### config.mk
export PLATFORM = sky130hd
export DESIGN_NAME = pscr_regs
export DESIGN_NICKNAME = d
export VERILOG_FILES = /design/src/rtl/pscr_timed_seq.v /design/src/rtl/pscr_regs.v
export VERILOG_INCLUDE_DIRS = /design/src /design/src/shared
export SDC_FILE = /design/constraint.sdc
export NUM_CORES = 1
export LEC_CHECK = 0
export BUFFER_PORTS_ARGS = -buffer_cell sky130_fd_sc_hd__buf_2
export CAP_MARGIN = 20
export CELL_PAD_IN_SITES_DETAIL_PLACEMENT = 1
export CELL_PAD_IN_SITES_GLOBAL_PLACEMENT = 2
export CORE_MARGIN = 5
export CORE_UTILIZATION = 34
export DETAILED_ROUTE_END_ITERATION = 16
export GPL_TIMING_DRIVEN = 0
export PLACE_DENSITY = 0.82
export SLEW_MARGIN = 0
export SYNTH_ARGS = -nofsm -noshare
export SYNTH_HDL_FRONTEND = slang
export SYNTH_SLANG_ARGS = --single-unit
### constraint.sdc
create_clock -name mclk_i -period 3.6 [get_ports mclk_i]
set_clock_uncertainty 0.05 [all_clocks]
set_input_delay 0.18 -clock mclk_i [delete_from_list [all_inputs] [get_ports mclk_i]]
set_output_delay 0.18 -clock mclk_i [all_outputs]
set_load 0.02 [all_outputs]
### src/shared/pscr_defs.vh
`ifndef PSCR_DEFS_VH
`define PSCR_DEFS_VH

// data-space offsets
`define PSCR_OFS_SLEEP_CTRL   8'h53
`define PSCR_OFS_SYS_CTRL     8'h55
`define PSCR_OFS_GATE_2       8'h63
`define PSCR_OFS_GATE_0       8'h64
`define PSCR_OFS_GATE_1       8'h65
// i/o-space addresses sit this far below data space
`define PSCR_IO_OFFSET        8'h20

// reset values
`define PSCR_RST_SLEEP_CTRL   8'h00
`define PSCR_RST_SYS_CTRL     8'h00
`define PSCR_RST_GATE         8'h00

// sleep control fields
`define PSCR_SE_BIT           0
`define PSCR_SM_LSB           1
`define PSCR_SM_MSB           3

// system control fields
`define PSCR_DPD_BIT          7
`define PSCR_DSL_BIT          6
`define PSCR_DSE_BIT          5
`define PSCR_PUD_BIT          4
`define PSCR_VSEL_BIT         1
`define PSCR_VCE_BIT          0
`define PSCR_SYS_CTRL_MASK    8'hF3

// clock-gate register 0 fields
`define PSCR_G0_TWI0_BIT      7
`define PSCR_G0_TIM2_BIT      6
`define PSCR_G0_TIM0_BIT      5
`define PSCR_G0_SER1_BIT      4
`define PSCR_G0_TIM1_BIT      3
`define PSCR_G0_SPI0_BIT      2
`define PSCR_G0_SER0_BIT      1
`define PSCR_G0_CONV_BIT      0
// clock-gate register 1 fields
`define PSCR_G1_TIM4_BIT      1
`define PSCR_G1_TIM3_BIT      0
`define PSCR_GATE1_MASK       8'h03
// clock-gate register 2 fields
`define PSCR_G2_TOUCH_BIT     3
`define PSCR_G2_SER2_BIT      2
`define PSCR_G2_SPI1_BIT      1
`define PSCR_GATE2_MASK       8'h0E

// sleep modes
`define PSCR_SM_IDLE          3'h0
`define PSCR_SM_NOISE_RED     3'h1
`define PSCR_SM_POWER_DOWN    3'h2
`define PSCR_SM_POWER_SAVE    3'h3
`define PSCR_SM_RSVD_4        3'h4
`define PSCR_SM_RSVD_5        3'h5
`define PSCR_SM_STANDBY       3'h6
`define PSCR_SM_EXT_STANDBY   3'h7

// timed-sequence windows, in clock cycles
`define PSCR_WIN_CYCLES       4
`define PSCR_DSL_CYCLES       3

`endif

### src/rtl/pscr_timed_seq.v
`timescale 1ns/1ns
// cycle counter for one timed write sequence; live while the window is open
module pscr_timed_seq #(
  parameter LEN = 4
) (
  input  wire       mclk_i,
  input  wire       rst_n_i,
  input  wire       ce_i,
  input  wire       arm_i,
  input  wire       cancel_i,
  output wire       live_o,
  output wire       last_o
);
  reg  [3:0] cnt_q;
  reg  [3:0] cnt_d;

  always @* begin
    cnt_d = cnt_q;
    if (arm_i) begin
      cnt_d = LEN[3:0];
    end else if (cancel_i) begin
      cnt_d = 4'h0;
    end else if (cnt_q != 4'h0) begin
      cnt_d = cnt_q - 4'h1;
    end
  end

  always @(posedge mclk_i) begin
    if (!rst_n_i) begin
      cnt_q <= 4'h0;
    end else if (ce_i) begin
      cnt_q <= cnt_d;
    end
  end

  assign live_o = (cnt_q != 4'h0);
  assign last_o = (cnt_q == 4'h1);
endmodule // pscr_timed_seq

### src/rtl/pscr_regs.v
//Contract
// - sleep instruction enters the chosen sleep state only while sleep_enable is one.
// - debug_port_disable one turns debug port off; zero leaves it to the fuse.
// - debug_port_disable changes only after the same value is written twice in four cycles.
// - detector_sleep is set by writing both bits, then sleep-only within four cycles.
// - detector_sleep acts three cycles after set; detector off only if sleeping then.
// - hardware clears detector_sleep three cycles after it became set.
// - pullup_disable one turns off every port pull-up, even pattern 01.
// - vector_select picks vectors at flash start or at the boot section base.
// - vector_select changes only when written within four cycles after change enable.
// - interrupts blocked from change enable until after the next instruction, else four cycles.
// - automatic blocking never touches the global interrupt flag.
// - hardware clears change enable four cycles after write, or on vector_select write.
// - lock bits block interrupts while running from the protected section, when the vectors sit in the other section.
// - gate register 0 bit 7 stops two-wire unit 0; reinitialise after ungating.
// - gate register 0 bit 6 stops timer 2 only in synchronous mode.
// - timers 2, 0, 1, 4, 3 gated by their bits and resume frozen state.
// - gate register 0 bits 4, 2, 1 stop serial 1, spi 0, serial 0.
// - gate register 0 bit 0 stops the converter and denies comparator the mux.
// - gate register 2 bits 3, 2, 1 stop touch unit, serial 2, spi 1.
// - i/o-space accesses answer at data-space offset minus 0x20.
// - sleep_mode_field encodes idle to extended standby; 100 and 101 reserved.
// - a gated peripheral is frozen and its registers are inaccessible.
// - gate register 1 bit 0 also stops two-wire unit 1.
`timescale 1ns/1ns
`include "pscr_defs.vh"
module pscr_regs #(
  parameter BOOT_BASE_0 = 16'h3800,
  parameter BOOT_BASE_1 = 16'h3C00,
  parameter BOOT_BASE_2 = 16'h3E00,
  parameter BOOT_BASE_3 = 16'h3F00
) (
  input  wire       mclk_i,
  input  wire       rst_n_i,
  input  wire       ce_i,
  input  wire [7:0] addr_i,
  input  wire       io_space_i,
  input  wire       wr_i,
  input  wire       rd_i,
  input  wire [7:0] wdata_i,
  output reg  [7:0] rdata_o,
  input  wire       sleep_instr_i,
  input  wire       instr_retire_i,
  input  wire       exec_in_boot_i,
  input  wire       timer2_async_select_i,
  input  wire       debug_port_fuse_i,
  input  wire       application_protect_lock_i,
  input  wire       boot_protect_lock_i,
  input  wire [1:0] boot_size_fuses_i,
  output reg        sleep_enter_o,
  output reg  [2:0] sleep_mode_o,
  output reg        detector_off_o,
  output wire       debug_port_enable_o,
  output wire       pullup_disable_o,
  output wire       vector_select_o,
  output reg [15:0] vector_base_o,
  output wire       irq_block_o,
  output wire       gate_two_wire_0_o,
  output wire       gate_two_wire_1_o,
  output wire       gate_timer_0_o,
  output wire       gate_timer_1_o,
  output wire       gate_timer_2_o,
  output wire       gate_timer_3_o,
  output wire       gate_timer_4_o,
  output wire       gate_serial_port_0_o,
  output wire       gate_serial_port_1_o,
  output wire       gate_serial_port_2_o,
  output wire       gate_spi_0_o,
  output wire       gate_spi_1_o,
  output wire       gate_converter_o,
  output wire       comparator_mux_block_o,
  output wire       gate_touch_unit_o
);

  // fuse and lock levels come from pins: two flops before use
  reg  [4:0] pin_meta_q;
  reg  [4:0] pin_sync_q;
  wire       fuse_dbg;
  wire       lock_app;
  wire       lock_boot;
  wire [1:0] boot_size;

  always @(posedge mclk_i) begin
    if (!rst_n_i) begin
      pin_meta_q <= 5'h00;
      pin_sync_q <= 5'h00;
    end else if (ce_i) begin
      pin_meta_q <= {boot_size_fuses_i, boot_protect_lock_i,
                     application_protect_lock_i, debug_port_fuse_i};
      pin_sync_q <= pin_meta_q;
    end
  end

  assign fuse_dbg  = pin_sync_q[0];
  assign lock_app  = pin_sync_q[1];
  assign lock_boot = pin_sync_q[2];
  assign boot_size = pin_sync_q[4:3];
  // address decode, used for both read and write
  function [2:0] dec_reg;
    input [7:0] a;
    begin
      if (a == `PSCR_OFS_SLEEP_CTRL) begin
        dec_reg = 3'h1;
      end else if (a == `PSCR_OFS_SYS_CTRL) begin
        dec_reg = 3'h2;
      end else if (a == `PSCR_OFS_GATE_0) begin
        dec_reg = 3'h3;
      end else if (a == `PSCR_OFS_GATE_1) begin
        dec_reg = 3'h4;
      end else if (a == `PSCR_OFS_GATE_2) begin
        dec_reg = 3'h5;
      end else begin
        dec_reg = 3'h0;
      end
    end
  endfunction

  wire [7:0] eff_addr;
  wire [2:0] sel;
  wire       wr_slp;
  wire       wr_sys;
  wire       wr_g0;
  wire       wr_g1;
  wire       wr_g2;

  assign eff_addr = io_space_i ? (addr_i + `PSCR_IO_OFFSET) : addr_i;
  assign sel      = dec_reg(eff_addr);
  assign wr_slp   = wr_i && (sel == 3'h1);
  assign wr_sys   = wr_i && (sel == 3'h2);
  assign wr_g0    = wr_i && (sel == 3'h3);
  assign wr_g1    = wr_i && (sel == 3'h4);
  assign wr_g2    = wr_i && (sel == 3'h5);

  localparam [7:0] SLP_RST = `PSCR_RST_SLEEP_CTRL;
  reg  [3:0] slp_q;
  reg        dpd_q;
  reg        dpd_pend_q;
  reg        dsl_q;
  reg        dse_q;
  reg        pud_q;
  reg        vsel_q;
  reg        vce_q;
  reg        vhold_q;
  reg  [7:0] g0_q;
  reg  [1:0] g1_q;
  reg  [2:0] g2_q;
  wire [3:0] seq_live;
  wire [3:0] seq_last;
  wire       dpd_live = seq_live[0];
  wire       dse_live = seq_live[1];
  wire       dse_last = seq_last[1];
  wire       dsl_last = seq_last[2];
  wire       vce_live = seq_live[3];
  wire       vce_last = seq_last[3];

  wire       w_dpd  = wdata_i[`PSCR_DPD_BIT];
  wire       w_dsl  = wdata_i[`PSCR_DSL_BIT];
  wire       w_dse  = wdata_i[`PSCR_DSE_BIT];
  wire       w_vsel = wdata_i[`PSCR_VSEL_BIT];
  wire       w_vce  = wdata_i[`PSCR_VCE_BIT];

  // second matching write inside the window commits; anything else re-arms
  wire       dpd_commit = wr_sys && dpd_live && (w_dpd == dpd_pend_q);
  wire       dpd_arm    = wr_sys && !dpd_commit;
  wire       dse_arm    = wr_sys && w_dsl && w_dse;
  wire       dsl_set    = wr_sys && dse_live && w_dsl && !w_dse;
  wire       vce_arm    = wr_sys && w_vce;
  wire       vsel_wr    = wr_sys && vce_live && !w_vce;

  // one down-counter per timed sequence: debug disable, enable window, detector, vectors
  wire [3:0] seq_arm    = {vce_arm, dsl_set, dse_arm, dpd_arm};
  wire [3:0] seq_cancel = {vsel_wr, 1'b0, dsl_set, dpd_commit};
  genvar     k;
  generate
    for (k = 0; k < 4; k = k + 1) begin : g_seq
      pscr_timed_seq #(
        .LEN((k == 2) ? `PSCR_DSL_CYCLES : `PSCR_WIN_CYCLES)
      ) u_seq (
        .mclk_i   (mclk_i),
        .rst_n_i  (rst_n_i),
        .ce_i     (ce_i),
        .arm_i    (seq_arm[k]),
        .cancel_i (seq_cancel[k]),
        .live_o   (seq_live[k]),
        .last_o   (seq_last[k])
      );
    end
  endgenerate
  always @(posedge mclk_i) begin
    if (!rst_n_i) begin
      slp_q      <= SLP_RST[3:0];
      dpd_q      <= 1'b0;
      dpd_pend_q <= 1'b0;
      dsl_q      <= 1'b0;
      dse_q      <= 1'b0;
      pud_q      <= 1'b0;
      vsel_q     <= 1'b0;
      vce_q      <= 1'b0;
      vhold_q    <= 1'b0;
      g0_q       <= `PSCR_RST_GATE;
      g1_q       <= 2'h0;
      g2_q       <= 3'h0;
    end else if (ce_i) begin
      if (wr_slp) begin
        slp_q <= wdata_i[`PSCR_SM_MSB:0];
      end
      if (dpd_commit) begin
        dpd_q <= dpd_pend_q;
      end
      if (dpd_arm) begin
        dpd_pend_q <= w_dpd;
      end
      // the enable bit lives only for its window
      if (dse_arm) begin
        dse_q <= 1'b1;
      end else if (dsl_set || dse_last) begin
        dse_q <= 1'b0;
      end
      if (dsl_set) begin
        dsl_q <= 1'b1;
      end else if (dsl_last) begin
        dsl_q <= 1'b0;
      end
      if (wr_sys) begin
        pud_q <= wdata_i[`PSCR_PUD_BIT];
      end
      if (vsel_wr) begin
        vsel_q <= w_vsel;
      end
      if (vce_arm) begin
        vce_q <= 1'b1;
      end else if (vsel_wr || vce_last) begin
        vce_q <= 1'b0;
      end
      // keep blocking past the instruction that follows the select write
      if (vsel_wr) begin
        vhold_q <= 1'b1;
      end else if (instr_retire_i) begin
        vhold_q <= 1'b0;
      end
      if (wr_g0) begin
        g0_q <= wdata_i;
      end
      if (wr_g1) begin
        g1_q <= wdata_i[1:0];
      end
      if (wr_g2) begin
        g2_q <= wdata_i[3:1];
      end
    end
  end

  // read data is registered; unmapped addresses read zero
  reg  [7:0] rd_mux;
  always @* begin
    rd_mux = 8'h00;
    if (sel == 3'h1) begin
      rd_mux = {4'h0, slp_q};
    end else if (sel == 3'h2) begin
      rd_mux = {dpd_q, dsl_q, dse_q, pud_q, 2'b00, vsel_q, vce_q};
    end else if (sel == 3'h3) begin
      rd_mux = g0_q;
    end else if (sel == 3'h4) begin
      rd_mux = {6'h00, g1_q};
    end else if (sel == 3'h5) begin
      rd_mux = {4'h0, g2_q, 1'b0};
    end
  end

  always @(posedge mclk_i) begin
    if (!rst_n_i) begin
      rdata_o <= 8'h00;
    end else if (ce_i && rd_i) begin
      rdata_o <= rd_mux;
    end
  end

  // sleep request; detector turns off only in the third cycle after set
  always @(posedge mclk_i) begin
    if (!rst_n_i) begin
      sleep_enter_o  <= 1'b0;
      sleep_mode_o   <= `PSCR_SM_IDLE;
      detector_off_o <= 1'b0;
    end else if (ce_i) begin
      sleep_enter_o  <= sleep_instr_i && slp_q[`PSCR_SE_BIT];
      sleep_mode_o   <= slp_q[`PSCR_SM_MSB:`PSCR_SM_LSB];
      detector_off_o <= sleep_instr_i && slp_q[`PSCR_SE_BIT] && dsl_last;
    end
  end

  always @(posedge mclk_i) begin
    if (!rst_n_i) begin
      vector_base_o <= 16'h0000;
    end else if (ce_i) begin
      if (!vsel_q) begin
        vector_base_o <= 16'h0000;
      end else if (boot_size == 2'h0) begin
        vector_base_o <= BOOT_BASE_0;
      end else if (boot_size == 2'h1) begin
        vector_base_o <= BOOT_BASE_1;
      end else if (boot_size == 2'h2) begin
        vector_base_o <= BOOT_BASE_2;
      end else begin
        vector_base_o <= BOOT_BASE_3;
      end
    end
  end

  // blocking is a separate output so the core's global flag is untouched
  assign irq_block_o = vce_q || vhold_q
                    || (vsel_q && lock_app && !exec_in_boot_i)
                    || (!vsel_q && lock_boot && exec_in_boot_i);

  assign debug_port_enable_o = !dpd_q && fuse_dbg;
  assign pullup_disable_o    = pud_q;
  assign vector_select_o     = vsel_q;

  // gate outputs freeze peripherals and their register access
  assign gate_two_wire_0_o      = g0_q[`PSCR_G0_TWI0_BIT];
  assign gate_timer_2_o         = g0_q[`PSCR_G0_TIM2_BIT] && !timer2_async_select_i;
  assign gate_timer_0_o         = g0_q[`PSCR_G0_TIM0_BIT];
  assign gate_timer_1_o         = g0_q[`PSCR_G0_TIM1_BIT];
  assign gate_serial_port_1_o   = g0_q[`PSCR_G0_SER1_BIT];
  assign gate_spi_0_o           = g0_q[`PSCR_G0_SPI0_BIT];
  assign gate_serial_port_0_o   = g0_q[`PSCR_G0_SER0_BIT];
  assign gate_converter_o       = g0_q[`PSCR_G0_CONV_BIT];
  assign comparator_mux_block_o = g0_q[`PSCR_G0_CONV_BIT];
  assign gate_timer_4_o         = g1_q[`PSCR_G1_TIM4_BIT];
  assign gate_timer_3_o         = g1_q[`PSCR_G1_TIM3_BIT];
  assign gate_two_wire_1_o      = g1_q[`PSCR_G1_TIM3_BIT];
  assign gate_touch_unit_o      = g2_q[2];
  assign gate_serial_port_2_o   = g2_q[1];
  assign gate_spi_1_o           = g2_q[0];

endmodule // pscr_regs

==> summary.md <==
| Metric | Value |
|---|---|
| Vias in the first global route | `3292` |
| PortBufs | `67` |
| Routed wire length per instance | `17.2 um` |
| Critical path fanouts, max | `6` |
| Antenna-violating nets left | `0` |
| Initial antenna violation count | `0` |
| Routability cong. | `0.821` |
| Total wire length | `10600 um` |
| Max-cap check violation count | `0` |
| Slew headroom | `51.9%` |
| Dpl hpwl | `8100 um` |
| Core Region | `9770 sq um` |
| N_diodes | `0` |
| Worst vdd ir | `0.000216 V` |
| Power Density | `498 nW/um^2` |
| Fillcell total | `1229` |
| Layout Cells excl Fill | `615` |
| 1st-iter DRT viols | `127` |
| Fin area | `4090 sq um` |
| Total GRT Usage | `18.2%` |
| Part of the cycle the worst path needs | `58.9%` |
| Site Rows | `36` |
| Crit end category | `flip-flop` |
| Worst EP arrival | `2310 ps` |
| Post-CTS Hold Buffers | `0` |
| Die X-Extent | `110 um` |
| Clock Sinks | `68` |
| Postcts setup bufs | `0` |
| Cts repair resizes | `0` |
| Critical path required time | `3790 ps` |
| DRT Pass-1 Iters | `4` |
| Hold Crit Class | `primary input to flip-flop` |
| Lkg Pwr | `1.81 nW` |
| Worst hold margin | `22.0 ps` |
| Setup TNS Final | `0 ps` |
| Status | `complete, no violations` |
| Vias | `3129` |
| Dpl cell area | `3940 sq um` |
| Sequential cell area | `1360 sq um` |
| EDFF count, synth | `0` |
| Layout cells sized above 1 | `22.6%` |
| Synthesis Warnings | `0` |
| Syn avg cell area | `8.68 sq um` |
| Post-synthesis cell type count | `60` |
| Vias per cell | `5.09` |
| DR DRC count | `0` |
| Sequential fraction of the synthesis area | `40.0%` |
| Initial core utilization | `34.8%` |
| Root Buffer | `clkbuf_8` |
| Setup Viol. Count Final | `0` |
| Longest Clk Path Bufs | `2` |
| CTS Buf Count | `9` |
| Slew Limit Fails | `0` |
| Largest net degree at the start of global routing | `12` |
| DIE AREA | `12100 sq um` |
| Placed Cells | `601` |
| Largest area contributor in the netlist | `dfxtp_1` |
| Shortest period the worst path allows | `2120 ps` |
| Final WS setup | `1480 ps` |
| Total gr overflow | `0` |
| RSZ-0062 raised after global routing | `no` |
| Worst-Margin Slew | `721 ps` |
| CTS tree | `done` |
| Post-Synthesis Cells | `392` |
| Synth area leaders | `dfxtp_1, mux2i_1, nand2_1` |
| Synth top area share | `40.0%` |
| Final hold vios | `0` |
| Multi-input logic area | `1850 sq um` |
| Clock latency at the later pin of the worst-skew pair | `350 ps` |
| Maximum clock frequency | `0.472 GHz` |
| Critical path class | `flip-flop to flip-flop` |
| Area Overhead vs Synth | `20.3%` |
| First-pass GRT wire length | `16800 um` |
| Post-synthesis cell area | `3400 sq um` |
| Worst-path clk slew | `80 ps` |
| Die Y | `110 um` |
| Post-place setup slack | `1220 ps` |
| Tot Pwr | `2.04 mW` |
| Core Util, Final | `41.9%` |
| Post-synth ARST share | `0%` |
| Fin nets | `519` |
| Top Ports | `79` |
| Main synth FF type | `dfxtp_1` |
| Max H-tree Level | `3` |
| Critical path startpoint category | `flip-flop` |
| Synthesized flop and latch total | `68` |
-- power breakdown --
| part | leakage [nW] | switching (mW) | internal (mW) |
|---|---|---|---|
| clock network | 0.0807 | 0.300 | 0.240 |
| logic | 1.18 | 0.346 | 0.255 |
| registers | 0.551 | 0.0673 | 0.830 |
-- worst max-delay path, stage by stage, from the launching register on --
cell     delay, ps
dfxtp_1        410
inv_1           60
ha_1           210
or3b_2         190
buf_1          220
nand2_1        120
or3_1          420
a221o_1        320
-- cells by family (layout without fill, tap and decap cells) --
| group | after synthesis | in the layout | synth area share [%] |
|---|---|---|---|
| muxes | 30 | 30 | 8.83 |
| adders and majority gates | 9 | 9 | 3.31 |
| AOI/OAI and AO/OA | 73 | 73 | 15.2 |
| other | 1 | 10 | 0.110 |
| buffers and inverters | 46 | 127 | 6.69 |
| xor gates and xnor gates | 8 | 8 | 2.28 |
| DFF | 68 | 68 | 40.0 |
| and+or+nand+nor | 157 | 157 | 23.6 |
-- area by class of cell --
cell class,instances,share of cell area (%)
Tap cell,133,4.07
Timing Repair Buffer,67,8.19
Buffer,31,4.19
Sequential cell,68,33.3
Clock buffer,9,3.03
Clock inverter,5,0.764
Inverter,15,1.38
Multi-Input combinational cell,287,45.1
-- per-layer routing --
layer  vias to the layer above  part of all wire [%]  track usage (%)
li1                       1536                     -                -
met1                      1523                    46             23.5
met2                        60                    48             30.2
met3                        10                   4.9             3.67
met4                         0                   1.4             6.41
met5                         -                     0                0
-- cells in the final DEF (no fill, tap or decap), types with 3 or more instances in the layout --
cell type / count
o21ai_0: 6
nand3_1: 10
or3_1: 7
and3_1: 4
clkbuf_1: 7
buf_1: 8
clkbuf_8: 9
nand2b_1: 6
nand2_1: 47
clkinv_2: 3
nor3_1: 8
o21ai_1: 6
a41o_1: 3
nand4_1: 5
a22oi_1: 6
buf_2: 69
o22ai_1: 3
ha_1: 9
nor2b_1: 5
mux2i_1: 30
nor2_1: 45
conb_1: 10
buf_4: 14
dfxtp_1: 68
nor3_2: 3
a21oi_1: 21
xnor2_1: 5
inv_1: 15
-- registers in the layout, indices dropped and copies added, names as in the netlist --
register	flops
dpd_q	1
g1_q	2
vector_base_o	4
dpd_pend_q	1
pin_sync_q	5
vhold_q	1
vce_q	1
pullup_disable_o	1
slp_q	4
g2_q	3
g0_q	8
dse_q	1
pin_meta_q	5
vector_select_o	1
rdata_o	8
sleep_mode_o	3
g_seq.u_seq.cnt_q	16
dsl_q	1
detector_off_o	1
sleep_enter_o	1
-- cell usage after synthesis (2+ instances only) --
cell	number
xor2_1	2
o2111ai_1	2
a311oi_1	2
o21ai_1	6
a41o_1	3
a22oi_1	6
nand2b_1	6
nand3_1	10
a22o_1	2
dfxtp_1	68
and2_1	2
nor2_1	45
and3_1	4
clkbuf_1	7
a21oi_1	21
mux2i_1	30
o32ai_1	2
nor3_2	3
buf_1	8
nor4_4	2
a31oi_1	2
o22ai_1	3
xnor2_1	5
inv_1	15
nor4_1	2
o21ai_0	6
buf_2	2
nand2_1	47
nor3_1	8
nor2b_1	5
nand4b_1	2
ha_1	9
a32o_1	2
a221oi_1	2
o21a_1	2
nand4_1	5
buf_4	14
or3_1	7
a21o_1	2
-- worst paths after layout --
path | start | to | slack (ps) | cells past startpoint
setup reg to reg | g_seq[1].u_seq.cnt_q[0] | g_seq[1].u_seq.cnt_q[2] | 1480 | 7
hold reg to reg | rdata_o[6] | rdata_o[6] | 400 | 2
setup / recovery | g_seq[1].u_seq.cnt_q[0] | g_seq[1].u_seq.cnt_q[2] | 1480 | 7
hold / removal | boot_protect_lock_i | pin_meta_q[2] | 20 | 3
Note: power is estimated with default switching activity, not from simulation.
